`src/stc_pkg.sv`:
```
// Constants, field layouts and state types of the sixteen-bit timer/counter
package stc_pkg;

  // Register byte addresses
  localparam logic [7:0] ADDR_CTRL    = 8'h00;
  localparam logic [7:0] ADDR_LOW     = 8'h04;
  localparam logic [7:0] ADDR_HIGH    = 8'h08;
  localparam logic [7:0] ADDR_FLAGS   = 8'h0c;
  localparam logic [7:0] ADDR_ENABLES = 8'h10;
  localparam logic [7:0] ADDR_SIBLING = 8'h14;
  localparam logic [7:0] ADDR_PORT    = 8'h18;
  localparam logic [7:0] ADDR_PINS    = 8'h1c;

  // Field positions
  localparam int OVF_BIT      = 1;
  localparam int OSC_EN_BIT   = 3;
  localparam int PORT_DIR_LSB = 0;
  localparam int PORT_OUT_LSB = 4;

  // Reset values and counter maximum
  localparam logic [7:0]  CTRL_RESET  = 8'h00;
  localparam logic [1:0]  DIR_RESET   = 2'h3;
  localparam logic [1:0]  OUT_RESET   = 2'h0;
  localparam logic [15:0] COUNT_RESET = 16'h0000;
  localparam logic [15:0] COUNT_MAX   = 16'hffff;

  // Compare unit mode that fires the special event trigger
  localparam logic [3:0] SPECIAL_TRIGGER_MODE = 4'hb;

  // Instruction clock is the system clock divided by this
  localparam int         INT_CLK_DIV    = 4;
  localparam logic [1:0] INT_PHASE_LAST = 2'(INT_CLK_DIV - 1);

  // Units that take the second timer pair, one bit per unit
  localparam logic [4:0] CCP_MAP_00 = 5'h00;
  localparam logic [4:0] CCP_MAP_01 = 5'h1e;
  localparam logic [4:0] CCP_MAP_10 = 5'h1c;
  localparam logic [4:0] CCP_MAP_11 = 5'h1f;

  typedef struct packed {
    logic       wideAccessEnable;
    logic       ccpSourceSelHi;
    logic [1:0] prescaleSel;
    logic       ccpSourceSelLo;
    logic       extSyncDisable;
    logic       clockSourceSel;
    logic       countRun;
  } stc_ctrl_t;

  typedef struct packed {
    logic s1;
    logic s2;
    logic s3;
  } stc_sync_state_t;

  typedef struct packed {
    logic [2:0] cnt;
  } stc_presc_state_t;

  typedef struct packed {
    stc_ctrl_t   ctrl;
    logic [15:0] count;
    logic [7:0]  highBuf;
    logic        ovfFlag;
    logic        ovfEnable;
    logic        oscEnable;
    logic [1:0]  portDir;
    logic [1:0]  portOut;
    logic [1:0]  pinOe;
    logic [1:0]  intPhase;
    logic        armed;
    logic        syncPulse;
    logic [31:0] prdata;
    logic        pready;
    logic        pslverr;
    logic        irq;
    logic [4:0]  ccpUseSecond;
  } stc_top_state_t;

endpackage

```
`src/stc_edge_sync.sv`:
```
// Two-flop synchroniser with edge detection for one pin
`timescale 1ns/100ps
`default_nettype none
module stc_edge_sync
  import stc_pkg::*;
(
  // Clock and reset
  input  wire logic clk,
  input  wire logic rst_b,
  // Pin and results
  input  wire logic din,
  output logic      level,
  output logic      rise,
  output logic      fall
);

  stc_sync_state_t st;
  stc_sync_state_t n;

  always_comb begin
    n    = st;
    n.s1 = din;
    n.s2 = st.s1;
    n.s3 = st.s2;
  end

  always_ff @(posedge clk or negedge rst_b) begin
    if (!rst_b) begin
      st <= '0;
    end else begin
      st <= n;
    end
  end

  // First stage is read by the second stage only
  assign level = st.s2;
  assign rise  = st.s2 & ~st.s3;
  assign fall  = ~st.s2 & st.s3;

endmodule
`default_nettype wire

```
`src/stc_prescaler.sv`:
```
// Input prescaler dividing a tick stream by 1, 2, 4 or 8
`timescale 1ns/100ps
`default_nettype none
module stc_prescaler
  import stc_pkg::*;
(
  // Clock and reset
  input  wire logic       clk,
  input  wire logic       rst_b,
  // Control
  input  wire logic       clear,
  input  wire logic [1:0] sel,
  // Ticks
  input  wire logic       tickIn,
  output logic            tickOut
);

  stc_presc_state_t st;
  stc_presc_state_t n;
  logic [2:0]       limit;

  assign limit   = 3'((4'h1 << sel) - 4'h1);
  assign tickOut = tickIn & (st.cnt == limit);

  always_comb begin
    n = st;
    if (clear) begin
      n.cnt = 3'h0;
    end else if (tickIn) begin
      n.cnt = (st.cnt == limit) ? 3'h0 : 3'(st.cnt + 3'h1);
    end
  end

  always_ff @(posedge clk or negedge rst_b) begin
    if (!rst_b) begin
      st <= '0;
    end else begin
      st <= n;
    end
  end

endmodule
`default_nettype wire

```
`src/stc_timer_top.sv`:
```
// Sixteen-bit timer/counter with APB registers and overflow interrupt
`timescale 1ns/100ps
`default_nettype none
module stc_timer_top
  import stc_pkg::*;
(
  // Clock and reset
  input  wire logic        clk,
  input  wire logic        rst_b,
  // APB slave
  input  wire logic        psel,
  input  wire logic        penable,
  input  wire logic        pwrite,
  input  wire logic [7:0]  paddr,
  input  wire logic [31:0] pwdata,
  output logic [31:0]      prdata,
  output logic             pready,
  output logic             pslverr,
  // Compare unit
  input  wire logic        ccpTrigger,
  input  wire logic [3:0]  ccpMode,
  output logic [4:0]       ccpUseSecond,
  // Pins
  input  wire logic        extClockPin,
  input  wire logic        oscInPinIn,
  output logic             oscInPinOut,
  output logic             oscInPinOe,
  input  wire logic        oscOutPinIn,
  output logic             oscOutPinOut,
  output logic             oscOutPinOe,
  // Status
  output logic             oscRun,
  output logic [15:0]      countValue,
  output logic             irq
);

  logic [1:0]     rstPipe;
  logic           rstSync_b;
  stc_top_state_t st;
  stc_top_state_t n;
  logic [2:0]     pinsIn;
  logic [2:0]     pinLevel;
  logic [2:0]     pinRise;
  logic [2:0]     pinFall;
  logic           setup;
  logic           done;
  logic           wr;
  logic           lowWr;
  logic           highWr;
  logic           cntWr;
  logic           trigClr;
  logic           intTick;
  logic           extRise;
  logic           extFall;
  logic           extPulseUnsync;
  logic           extTick;
  logic           srcTick;
  logic           incTick;
  logic           wide;
  logic [7:0]     rdByte;
  logic           mapped;

  // Reset release through two flops
  always_ff @(posedge clk or negedge rst_b) begin
    if (!rst_b) begin
      rstPipe <= 2'h0;
    end else begin
      rstPipe <= {rstPipe[0], 1'b1};
    end
  end
  assign rstSync_b = rstPipe[1];

  // Every pin passes two flops before any logic reads it
  assign pinsIn = {oscOutPinIn, oscInPinIn, extClockPin};
  genvar gi;
  generate
    for (gi = 0; gi < 3; gi++) begin : g_pin
      stc_edge_sync u_sync (
        .clk   (clk),
        .rst_b (rstSync_b),
        .din   (pinsIn[gi]),
        .level (pinLevel[gi]),
        .rise  (pinRise[gi]),
        .fall  (pinFall[gi])
      );
    end
  endgenerate

  // Bus decode; a write acts only at the completing edge
  assign setup  = psel & ~penable;
  assign done   = psel & penable & st.pready;
  assign wr     = done & pwrite;
  assign lowWr  = wr & (paddr == ADDR_LOW);
  assign highWr = wr & (paddr == ADDR_HIGH);
  assign wide   = st.ctrl.wideAccessEnable;
  assign cntWr  = lowWr | (highWr & ~wide);

  // Compare trigger, only in special event mode
  assign trigClr = ccpTrigger & (ccpMode == SPECIAL_TRIGGER_MODE);

  // Clock sources
  assign intTick = (st.intPhase == INT_PHASE_LAST);
  assign extRise = st.oscEnable ? pinRise[1] : pinRise[0];
  assign extFall = st.oscEnable ? pinFall[1] : pinFall[0];
  assign extPulseUnsync = extRise & st.armed;
  // Direct path saves one cycle; pins are still flopped for safety
  assign extTick = st.ctrl.extSyncDisable ? extPulseUnsync
                                          : st.syncPulse;
  assign srcTick = st.ctrl.countRun &
                   (st.ctrl.clockSourceSel ? extTick : intTick);

  stc_prescaler u_presc (
    .clk     (clk),
    .rst_b   (rstSync_b),
    .clear   (lowWr),
    .sel     (st.ctrl.prescaleSel),
    .tickIn  (srcTick),
    .tickOut (incTick)
  );

  // Read mux
  always_comb begin
    rdByte = 8'h00;
    mapped = 1'b1;
    case (paddr)
      ADDR_CTRL:    rdByte = st.ctrl;
      ADDR_LOW:     rdByte = st.count[7:0];
      ADDR_HIGH:    rdByte = wide ? st.highBuf : st.count[15:8];
      ADDR_FLAGS:   rdByte[OVF_BIT] = st.ovfFlag;
      ADDR_ENABLES: rdByte[OVF_BIT] = st.ovfEnable;
      ADDR_SIBLING: rdByte[OSC_EN_BIT] = st.oscEnable;
      ADDR_PORT: begin
        rdByte[PORT_DIR_LSB +: 2] = st.portDir;
        rdByte[PORT_OUT_LSB +: 2] = st.portOut;
      end
      ADDR_PINS:    rdByte[1:0] = st.oscEnable ? 2'h0 : pinLevel[2:1];
      default:      mapped = 1'b0;
    endcase
  end

  always_comb begin
    n = st;
    n.intPhase = 2'(st.intPhase + 2'h1);
    // Bus answer one cycle after setup
    n.pready = setup;
    if (setup) begin
      n.prdata  = pwrite ? 32'h0000_0000 : {24'h00_0000, rdByte};
      n.pslverr = ~mapped;
      // Snapshot taken with the low byte so both halves match
      if (!pwrite && wide && paddr == ADDR_LOW) begin
        n.highBuf = st.count[15:8];
      end
    end
    // Control and side registers
    if (wr && paddr == ADDR_CTRL) begin
      n.ctrl = stc_ctrl_t'(pwdata[7:0]);
    end
    if (wr && paddr == ADDR_ENABLES) begin
      n.ovfEnable = pwdata[OVF_BIT];
    end
    if (wr && paddr == ADDR_SIBLING) begin
      n.oscEnable = pwdata[OSC_EN_BIT];
    end
    if (wr && paddr == ADDR_PORT) begin
      n.portDir = pwdata[PORT_DIR_LSB +: 2];
      n.portOut = pwdata[PORT_OUT_LSB +: 2];
    end
    // Edge arming for the external source
    if (!st.ctrl.clockSourceSel || !st.ctrl.countRun) begin
      n.armed = 1'b0;
    end else if (extFall) begin
      n.armed = 1'b1;
    end
    n.syncPulse = extPulseUnsync;
    // Counter: write beats trigger, trigger beats increment
    if (highWr && wide) begin
      n.highBuf = pwdata[7:0];
    end
    if (lowWr) begin
      n.count = {wide ? st.highBuf : st.count[15:8], pwdata[7:0]};
    end else if (highWr && !wide) begin
      n.count[15:8] = pwdata[7:0];
    end else if (trigClr) begin
      n.count = COUNT_RESET;
    end else if (incTick) begin
      n.count = st.count + 16'h0001;
    end
    // Write-one clears the flag; a same-cycle overflow still sets it
    if (wr && paddr == ADDR_FLAGS && pwdata[OVF_BIT]) begin
      n.ovfFlag = 1'b0;
    end
    if (!cntWr && !trigClr && incTick && st.count == COUNT_MAX) begin
      n.ovfFlag = 1'b1;
    end
    n.irq = n.ovfFlag & n.ovfEnable;
    n.pinOe = n.oscEnable ? 2'h0 : ~n.portDir;
    case ({n.ctrl.ccpSourceSelHi, n.ctrl.ccpSourceSelLo})
      2'h0:    n.ccpUseSecond = CCP_MAP_00;
      2'h1:    n.ccpUseSecond = CCP_MAP_01;
      2'h2:    n.ccpUseSecond = CCP_MAP_10;
      default: n.ccpUseSecond = CCP_MAP_11;
    endcase
  end

  always_ff @(posedge clk or negedge rstSync_b) begin
    if (!rstSync_b) begin
      st              <= '0;
      st.ctrl         <= stc_ctrl_t'(CTRL_RESET);
      st.count        <= COUNT_RESET;
      st.portDir      <= DIR_RESET;
      st.portOut      <= OUT_RESET;
      st.ccpUseSecond <= CCP_MAP_00;
    end else begin
      st <= n;
    end
  end

  assign prdata       = st.prdata;
  assign pready       = st.pready;
  assign pslverr      = st.pslverr;
  assign ccpUseSecond = st.ccpUseSecond;
  assign oscInPinOut  = st.portOut[0];
  assign oscOutPinOut = st.portOut[1];
  assign oscInPinOe   = st.pinOe[0];
  assign oscOutPinOe  = st.pinOe[1];
  assign oscRun       = st.oscEnable;
  assign countValue   = st.count;
  assign irq          = st.irq;
endmodule
`default_nettype wire

```
`config.mk`:
```
export PLATFORM = sky130hd
export DESIGN_NAME = stc_timer_top
export DESIGN_NICKNAME = d
export VERILOG_FILES = /design/src/stc_pkg.sv /design/src/stc_edge_sync.sv /design/src/stc_prescaler.sv /design/src/stc_timer_top.sv
export SDC_FILE = /design/constraint.sdc
export NUM_CORES = 1
export LEC_CHECK = 0
export ABC_AREA = 1
export BUFFER_PORTS_ARGS = -buffer_cell sky130_fd_sc_hd__buf_2
export CAP_MARGIN = 20
export CORE_ASPECT_RATIO = 0.5
export CORE_MARGIN = 1
export CORE_UTILIZATION = 50
export DETAILED_ROUTE_END_ITERATION = 7
export PLACE_DENSITY_LB_ADDON = 0.25
export SYNTH_ARGS = -nofsm -noshare
export SYNTH_HDL_FRONTEND = slang
export SYNTH_SLANG_ARGS = --single-unit
```
`constraint.sdc`:
```
create_clock -name clk -period 2.5 [get_ports clk]
set_input_delay 0.75 -clock clk [delete_from_list [all_inputs] [get_ports clk]]
set_output_delay 0.75 -clock clk [all_outputs]
set_load 0.005 [all_outputs]
```
==> results_dict.tcl, run 1 <==
set metrics [dict create \
    cts_buffers 9 \
    synth_most_common_cell "nand2_1" \
    die_width_um 136.1 \
    holdBufCountCts 0 \
    num_vias 3845 \
    drt_iter0_drc 316 \
    synthFlopType "dfrtp_1" \
    hold_slack_ps 185.8 \
    avgSynthCellArea_um2 7.707 \
    yosysTopAreaCellShare_pct 38.43 \
    yosysWarnings 0 \
    path_class "reg2reg" \
    critical_path.top_delay_family "compound AO/OA/AOI/OAI gates" \
    max-cap-violations 0 \
    pin_count 114 \
    place_congestion 0.8909 \
    worstSetupStartpoint "wide" \
    ant_nets 0 \
    slew_headroom_pct 53.63 \
    synth_seq_cells 71 \
    cts_max_level 3 \
    critPathBufInv 1 \
    crit_slowest_cell "dfrtp_1" \
    rows 24 \
    fin_crit_ps 1957 \
    path_cells "inv_1 -> o21ai_0 -> o21ai_0 -> a21oi_1 -> o21ai_0 -> nand2_1 -> nand2_1" \
    fin_tns_setup_ps 0 \
    worst_clock_skew_ps 7.107 \
    rsz0062_at_grt "false" \
    yosys.area.top_type "dfrtp_1" \
    synth_cell_types 41 \
    cts_tree "done" \
    slowest_delay_ps 510 \
    grt_max_degree 42 \
    path_clk_slew_ps 60 \
    wirelength_um 11210 \
    diodes 0 \
    syn_area_mm2 0.004493 \
    grt_first_pass_wirelength_um 18420 \
    r2r-start "wide" \
    start_util_pct 51.59 \
    arrival_ps 2190 \
    area_growth_pct 9.969 \
    coreArea_mm2 0.008708 \
    wire_per_inst_um 14.96 \
    dr.pass1.iters 5 \
    peakVddDrop_mv 0.3706 \
    cts_resized 0 \
    status "complete, no violations" \
    start_kind "flip-flop" \
    fin_crit_sh_pct 78.30 \
    worstPathMaxFanout 20 \
    grt_pass1_vias 3546 \
    leakage_nw 2.597 \
    end_kind "flip-flop" \
    synth_common_cells "nand2_1, dfrtp_1, inv_1" \
    antenna_found_initial 0 \
    numClockSinks 71 \
    post-cts-setup-buffer-count 0 \
    async_flop_share_pct 100.0 \
    powerDensity_mw_per_mm2 621.6 \
    path_common_cell "o21ai_0" \
    fin_nets 683 \
    syn-instance-count 583 \
    synth_edf_count 0 \
    dieArea_mm2 0.009392 \
    final_core_util_pct 56.74 \
    max_freq_ghz 0.5109 \
    grt_use_total_pct 25.82 \
    drive_gt1_share_pct 20.41 \
    numPortBuffers 65 \
    critPathRequiredTime_ps 2730 \
    synth_area_leaders "dfrtp_1, nand2_1, buf_4" \
    die_y_um 69.03 \
    tightest_slew_ps 695.5 \
    drcViolationCount 0 \
    ys_seq_area_share_pct 39.60 \
    cts_buffer_depth 2 \
    overflow 0 \
    dpl.hpwl_um 8423 \
    finalHoldViolCount 0 \
    insertion_delay_ps 340 \
    slew_viol_final 0 \
    vias_per_cell 5.134 \
    min-delay-path-class "in2async" \
    finalSetupViolCount 0 \
    cts_root_buffer "clkbuf_16" \
]
layout by cell type, fill, tap and decap left out, types with 5 or more instances in the layout:
| master | netlist | layout |
|---|---|---|
| nand2_2 | 5 | 5 |
| nand4_1 | 15 | 15 |
| xor2_1 | 9 | 9 |
| conb_1 | 2 | 25 |
| o221ai_1 | 6 | 6 |
| nand2_1 | 178 | 178 |
| nor2_4 | 5 | 5 |
| nand3_1 | 35 | 35 |
| clkbuf_16 | 0 | 9 |
| inv_1 | 66 | 66 |
| buf_4 | 55 | 6 |
| o21ai_0 | 35 | 35 |
| o22ai_1 | 9 | 9 |
| buf_2 | 3 | 65 |
| nor2_1 | 36 | 36 |
| dfrtp_1 | 69 | 68 |
through the flow:
step	cell area, µm²	worst slack [ps]	std cells	total power (W)
2_1_floorplan	4579	379.9	606	0.001692
3_3_place_gp	4644	262.0	733	0.001784
3_5_place_dp	4644	222.2	733	0.001792
4_1_cts	4941	592.6	749	0.003078
5_1_grt	4941	384.3	749	0.003200
6_report	4941	542.6	749	0.003071
report_power, final:
part           switching [W]  internal [W]  leakage (nW)
clock network       0.000516      0.000773         0.150
registers           0.000146       0.00122         0.892
logic               0.000246      0.000171          1.56
total               0.000908       0.00216          2.60
sequential cells by signal, summed over array words and instances (netlist names), 2 cells and up:
signal / count
st: 23
countValue: 16
prdata: 8
g_pin.u_sync.level: 3
g_pin.u_sync.n: 3
u_presc.st: 3
ccpUseSecond: 2
g_pin.u_sync.st: 2
rstPipe: 2
cell type report:
class	count	area [µm²]
clock buffer	9	225.2
clock inverter	7	71.32
fill	842	3767
inverter	72	275.3
multi-input combinational	401	2052
sequential	71	1780
tap	117	146.4
timing repair buffer	72	390.4
layer usage:
layer / GRT usage, % / vias to the layer above / routed length, µm
met1: 38.28 / 1798 / 5542
met3: 4.709 / 12 / 701
met2: 38.47 / 150 / 4849
li1: - / 1885 / -
met5: 0 / - / 0
met4: 7.037 / 0 / 113
worst register-to-register path: stages, from the launching register on:
cell and delay [ps]:
dfrtp_1 510, inv_1 350, o21ai_0 440, o21ai_0 120
a21oi_1 160, o21ai_0 150, nand2_1 90, nand2_1 50
worst paths after layout:
check	cells past startpoint	endpoint	slack [ps]
max in group asynchronous	1	st[49]	1480
setup reg to reg	7	prdata[5]	540
min in group clk	0	g_pin[0].u_sync.level	350
hold reg to reg	0	countValue[15]	310
hold / removal	1	rstPipe[0]	190
setup / recovery	7	prdata[5]	540
kinds of logic after synthesis:
logic type / synth area share, %
DFF: 39.60
AOI/OAI and AO/OA: 9.691
xor gates and xnor gates: 1.949
adders and majority gates: 0.8355
and+or+nand+nor: 31.11
other: 0.1671
buffers and inverters: 16.65
Power figures use the tool's default switching activity.
==> run 2, diff against run 1 <==
--- a/config.mk
+++ b/config.mk
@@ -10,7 +10,7 @@
 export CAP_MARGIN = 20
 export CORE_ASPECT_RATIO = 0.5
 export CORE_MARGIN = 1
-export CORE_UTILIZATION = 50
+export CORE_UTILIZATION = 49
 export DETAILED_ROUTE_END_ITERATION = 7
 export PLACE_DENSITY_LB_ADDON = 0.25
 export SYNTH_ARGS = -nofsm -noshare
==> constraint.sdc (replaced) <==
create_clock -name clk -period 1.7 [get_ports clk]
set_input_delay 0.51 -clock clk [delete_from_list [all_inputs] [get_ports clk]]
set_output_delay 0.51 -clock clk [all_outputs]
set_load 0.005 [all_outputs]
==> results_dict.tcl, run 2 (synthesis gave the netlist of run 1 again) <==
set metrics [dict create \
    tightest_slew_ps 539.0 \
    place_congestion 0.9430 \
    start_kind "flip-flop" \
    start_util_pct 51.07 \
    status "complete, no violations" \
    slew_viol_final 0 \
    die_y_um 69.71 \
    worst-path-stages 2 \
    instances_no_fill 811 \
    final_core_util_pct 61.87 \
    path_clk_slew_ps 60 \
    vias_per_cell 5.046 \
    antenna_found_initial 0 \
    pin_count 114 \
    grt_first_pass_wirelength_um 19060 \
    rr_worst_depth 9 \
    overflow 0 \
    wire_per_inst_um 14.72 \
    cts_max_level 3 \
    powerDensity_mw_per_mm2 860.5 \
    path_cells "buf_4 -> buf_2" \
    worst_clock_skew_ps 6.034 \
    insertion_delay_ps 340 \
    num_vias 4092 \
    dpl.hpwl_um 9246 \
    max_freq_ghz 0.6129 \
    drive_gt1_share_pct 28.53 \
    crit_slowest_cell "dfrtp_1" \
    coreArea_mm2 0.008798 \
    final_cell_mix "nand2_1, dfrtp_1, buf_4, inv_1, buf_2" \
    largest_reg_flops 23 \
    wirelength_um 11940 \
    path_class "reg2out" \
    layout_commonest_cell "nand2_1" \
    leakage_nw 2.878 \
    grt_use_total_pct 26.72 \
    dieArea_mm2 0.009580 \
    finalSetupViolCount 0 \
    ff_latch_area_mm2 0.001780 \
    dpl_cell_area_mm2 0.005075 \
    worst_slack_ps 68.33 \
    rsz0062_at_grt "true" \
    end_kind "output port" \
    max_flop_register "st" \
    pre_cts_ws_ps -254.2 \
    critPathRequiredTime_ps 1190 \
    dpl.cell_count 792 \
    fin_crit_sh_pct 95.98 \
    min-delay-path-class "reg2async" \
    critPathBufInv 2 \
    fin_crit_ps 1632 \
    multi_input_area_mm2 0.002085 \
    finalHoldViolCount 0 \
    drt_iter0_drc 343 \
    slowest_delay_ps 470 \
    worstPathMaxFanout 4 \
    ant_nets 0 \
    peakVddDrop_mv 0.5587 \
    max-cap-violations 0 \
    cts_buffers 9 \
    arrival_ps 1120 \
    fin_nets 745 \
    rows 24 \
    die_width_um 137.4 \
    stdcell_area_mm2 0.005444 \
    numPortBuffers 65 \
    diodes 0 \
    n_fill_cell 779 \
    cts_root_buffer "clkbuf_16" \
    dr.pass1.iters 5 \
    numClockSinks 71 \
    critical_path.top_delay_family "flip-flops" \
    grt_max_degree 19 \
    cts_buffer_depth 2 \
    drcViolationCount 0 \
    grt_pass1_vias 3798 \
    slew_headroom_pct 63.69 \
    cts_tree "done" \
    area_growth_pct 21.16 \
]
==> run 2: cell type report <==
cell class | instances | share of cell area (%)
well taps | 117 | 2.689
clock inverters | 6 | 1.287
inverters | 72 | 5.056
repair buffers | 134 | 15.77
clock buffers | 10 | 4.206
flip-flops and latches | 71 | 32.71
multi-input cells | 401 | 38.29
==> run 2: timing repair <==
action | in CTS | in global routing
endpoints found under the setup margin | 0 | 27
hold buffers | 1 | 0
resized for setup | 0 | 13
endpoints found under the hold margin | 2 | 0
setup buffers | 0 | 2
==> run 2: per-layer routing <==
metal	share of wire, %	global-route usage (%)	vias to the layer above
met5	0	0	-
met4	2.1	9.524	0
met3	7.7	7.968	27
met2	43	40.03	176
met1	48	36.45	1879
li1	-	-	2010
==> run 2: final timing paths <==
check | slack, ps | end | from
worst max register to register | 130 | irq | countValue[1]
worst min-delay path | 170 | countValue[4] | rstPipe[1]
worst max-delay path | 70 | countValue[5] | countValue[5]
worst min register to register | 170 | countValue[4] | rstPipe[1]
min in group clk | 270 | g_pin[0].u_sync.n[1] | extClockPin
max in group asynchronous | 910 | st[48] | rstPipe[1]
==> run 2: worst register-to-register path: stages, from the launching register on <==
cell and delay (ps):
dfrtp_1 370, ha_2 210, nand3_2 140, nor2_2 130
nand4_1 130, nor2_1 120, nand2_1 110, nor2_2 140
nor2_1 70, nor2_1 90
==> run 2: through the flow <==
step	total power (W)	TNS (ps)	hold WS [ps]
global route	0.004884	-1.409	204.5
finish	0.004685	0	169.3
CTS	0.004675	0	185.6
detailed placement	0.002781	-6569	183.3
global placement	0.002764	-5325	178.1
floorplan	0.002488	0	214.4
==> run 2: power breakdown <==
part | internal [W] | switching [W] | total, W
registers | 0.00179 | 0.000145 | 0.00194
clock network | 0.00114 | 0.000753 | 0.00190
logic | 0.000368 | 0.000482 | 0.000850
==> run 3, diff against run 2 <==
--- a/config.mk
+++ b/config.mk
@@ -13,6 +13,7 @@
 export CORE_UTILIZATION = 49
 export DETAILED_ROUTE_END_ITERATION = 7
 export PLACE_DENSITY_LB_ADDON = 0.25
+export RECOVER_POWER = 100
 export SYNTH_ARGS = -nofsm -noshare
 export SYNTH_HDL_FRONTEND = slang
 export SYNTH_SLANG_ARGS = --single-unit
==> results_dict.tcl, run 3 (synthesis gave the netlist of run 1 again) <==
set metrics [dict create \
    max_flop_register "st" \
    r2r-start "countValue[1]" \
    wirelength_um 11880 \
    slew_headroom_pct 57.02 \
    critPathBufInv 2 \
    cts_buffers 9 \
    grt_max_degree 19 \
    peakVddDrop_mv 0.5541 \
    slew_viol_final 0 \
    rsz0062_at_grt "true" \
    worstSetupStartpoint "countValue[5]" \
    overflow 0 \
    grt_first_pass_wirelength_um 19060 \
    numPortBuffers 65 \
    largest_reg_flops 23 \
    slowest_delay_ps 490 \
    leakage_nw 2.784 \
    fin_crit_sh_pct 97.76 \
    dpl.cell_count 792 \
    max_freq_ghz 0.6017 \
    antenna_found_initial 0 \
    path_class "reg2out" \
    drive_gt1_share_pct 24.64 \
    status "complete, no violations" \
    cts_max_level 3 \
    rows 24 \
    r2r_end "irq" \
    n_fill_cell 796 \
    stdcell_area_mm2 0.005365 \
    start_kind "flip-flop" \
    fin_crit_ps 1662 \
    drcViolationCount 0 \
    end_kind "output port" \
    die_width_um 137.4 \
    arrival_ps 1150 \
    dieArea_mm2 0.009580 \
    cts_buffer_depth 2 \
    vias_per_cell 5.025 \
    path_clk_slew_ps 60 \
    fin_tns_setup_ps 0 \
    cts_tree "done" \
    instances_no_fill 811 \
    grt_use_total_pct 26.72 \
    multi_input_area_mm2 0.002066 \
    dpl_cell_area_mm2 0.005075 \
    finalPower_w 0.004654 \
    rr_worst_depth 9 \
    finalSetupViolCount 0 \
    num_vias 4075 \
    min-delay-path-class "reg2async" \
    tightest_slew_ps 644.7 \
    layout_commonest_cell "nand2_1" \
    area_growth_pct 19.41 \
    finalHoldViolCount 0 \
    dr.pass1.iters 4 \
    critPathRequiredTime_ps 1190 \
    ff_latch_area_mm2 0.001779 \
    cts_root_buffer "clkbuf_16" \
    grt_pass1_vias 3798 \
    drt_iter0_drc 335 \
    numClockSinks 71 \
    crit_slowest_cell "dfrtp_1" \
    start_util_pct 51.07 \
    max-cap-violations 0 \
    worst_clock_skew_ps 5.213 \
    insertion_delay_ps 340 \
    wire_per_inst_um 14.64 \
    worstPathMaxFanout 4 \
    die_y_um 69.71 \
    place_congestion 0.9430 \
    r2r_slack_ps 120 \
    final_cell_mix "nand2_1, dfrtp_1, inv_1, buf_4, buf_2" \
    fin_nets 745 \
    coreArea_mm2 0.008798 \
    hold_slack_ps 256.9 \
    pin_count 114 \
    critical_path.top_delay_family "flip-flops" \
    path_cells "clkbuf_1 -> buf_2" \
    diodes 0 \
    dpl.hpwl_um 9246 \
    ant_nets 0 \
    powerDensity_mw_per_mm2 867.5 \
]
[run 3: final cells by class]
class / instances / share of cell area, %
well taps: 117 / 2.729
clock buffers: 10 / 4.268
repair buffers: 134 / 14.90
clock inverters: 6 / 1.306
flip-flops and latches: 71 / 33.16
inverters: 72 / 5.131
multi-input cells: 401 / 38.50
[run 3: what timing repair did]
action                                  4_1_cts  5_1_grt
endpoints found under the hold margin         2        0
hold buffers                                  1        0
endpoints found under the setup margin        0       27
resized for setup                             0       13
setup buffers                                 0        2
[run 3: how the worst max path moves through the flow]
stage	endpoint	slack, ps	cells past startpoint
floorplan	countValue[5]	80	10
global route	irq	-7	12
finish	countValue[5]	40	2
CTS	countValue[1]	1	8
global placement	ccpUseSecond[3]	-190	7
detailed placement	ccpUseSecond[3]	-250	7
[run 3: per-stage QoR]
step                      utilization, %  setup slack (ps)
after detailed placement           57.68            -254.2
after global routing               60.98            -7.018
after global placement             57.68            -194.5
final                              60.98             38.16
after CTS                          61.19             1.394
after floorplan                        -             75.99
[run 3: routing by layer]
layer | wire length, µm | track usage (%)
met5 | 0 | 0
met2 | 5052 | 40.03
met1 | 5577 | 36.45
met3 | 986 | 7.968
met4 | 260 | 9.524
[run 3: power breakdown]
| part | leakage (nW) | internal (W) | switching [W] |
|---|---|---|---|
| Sequential | 0.893 | 0.00179 | 0.000144 |
| Clock | 0.135 | 0.00114 | 0.000748 |
| Combinational | 1.76 | 0.000347 | 0.000479 |
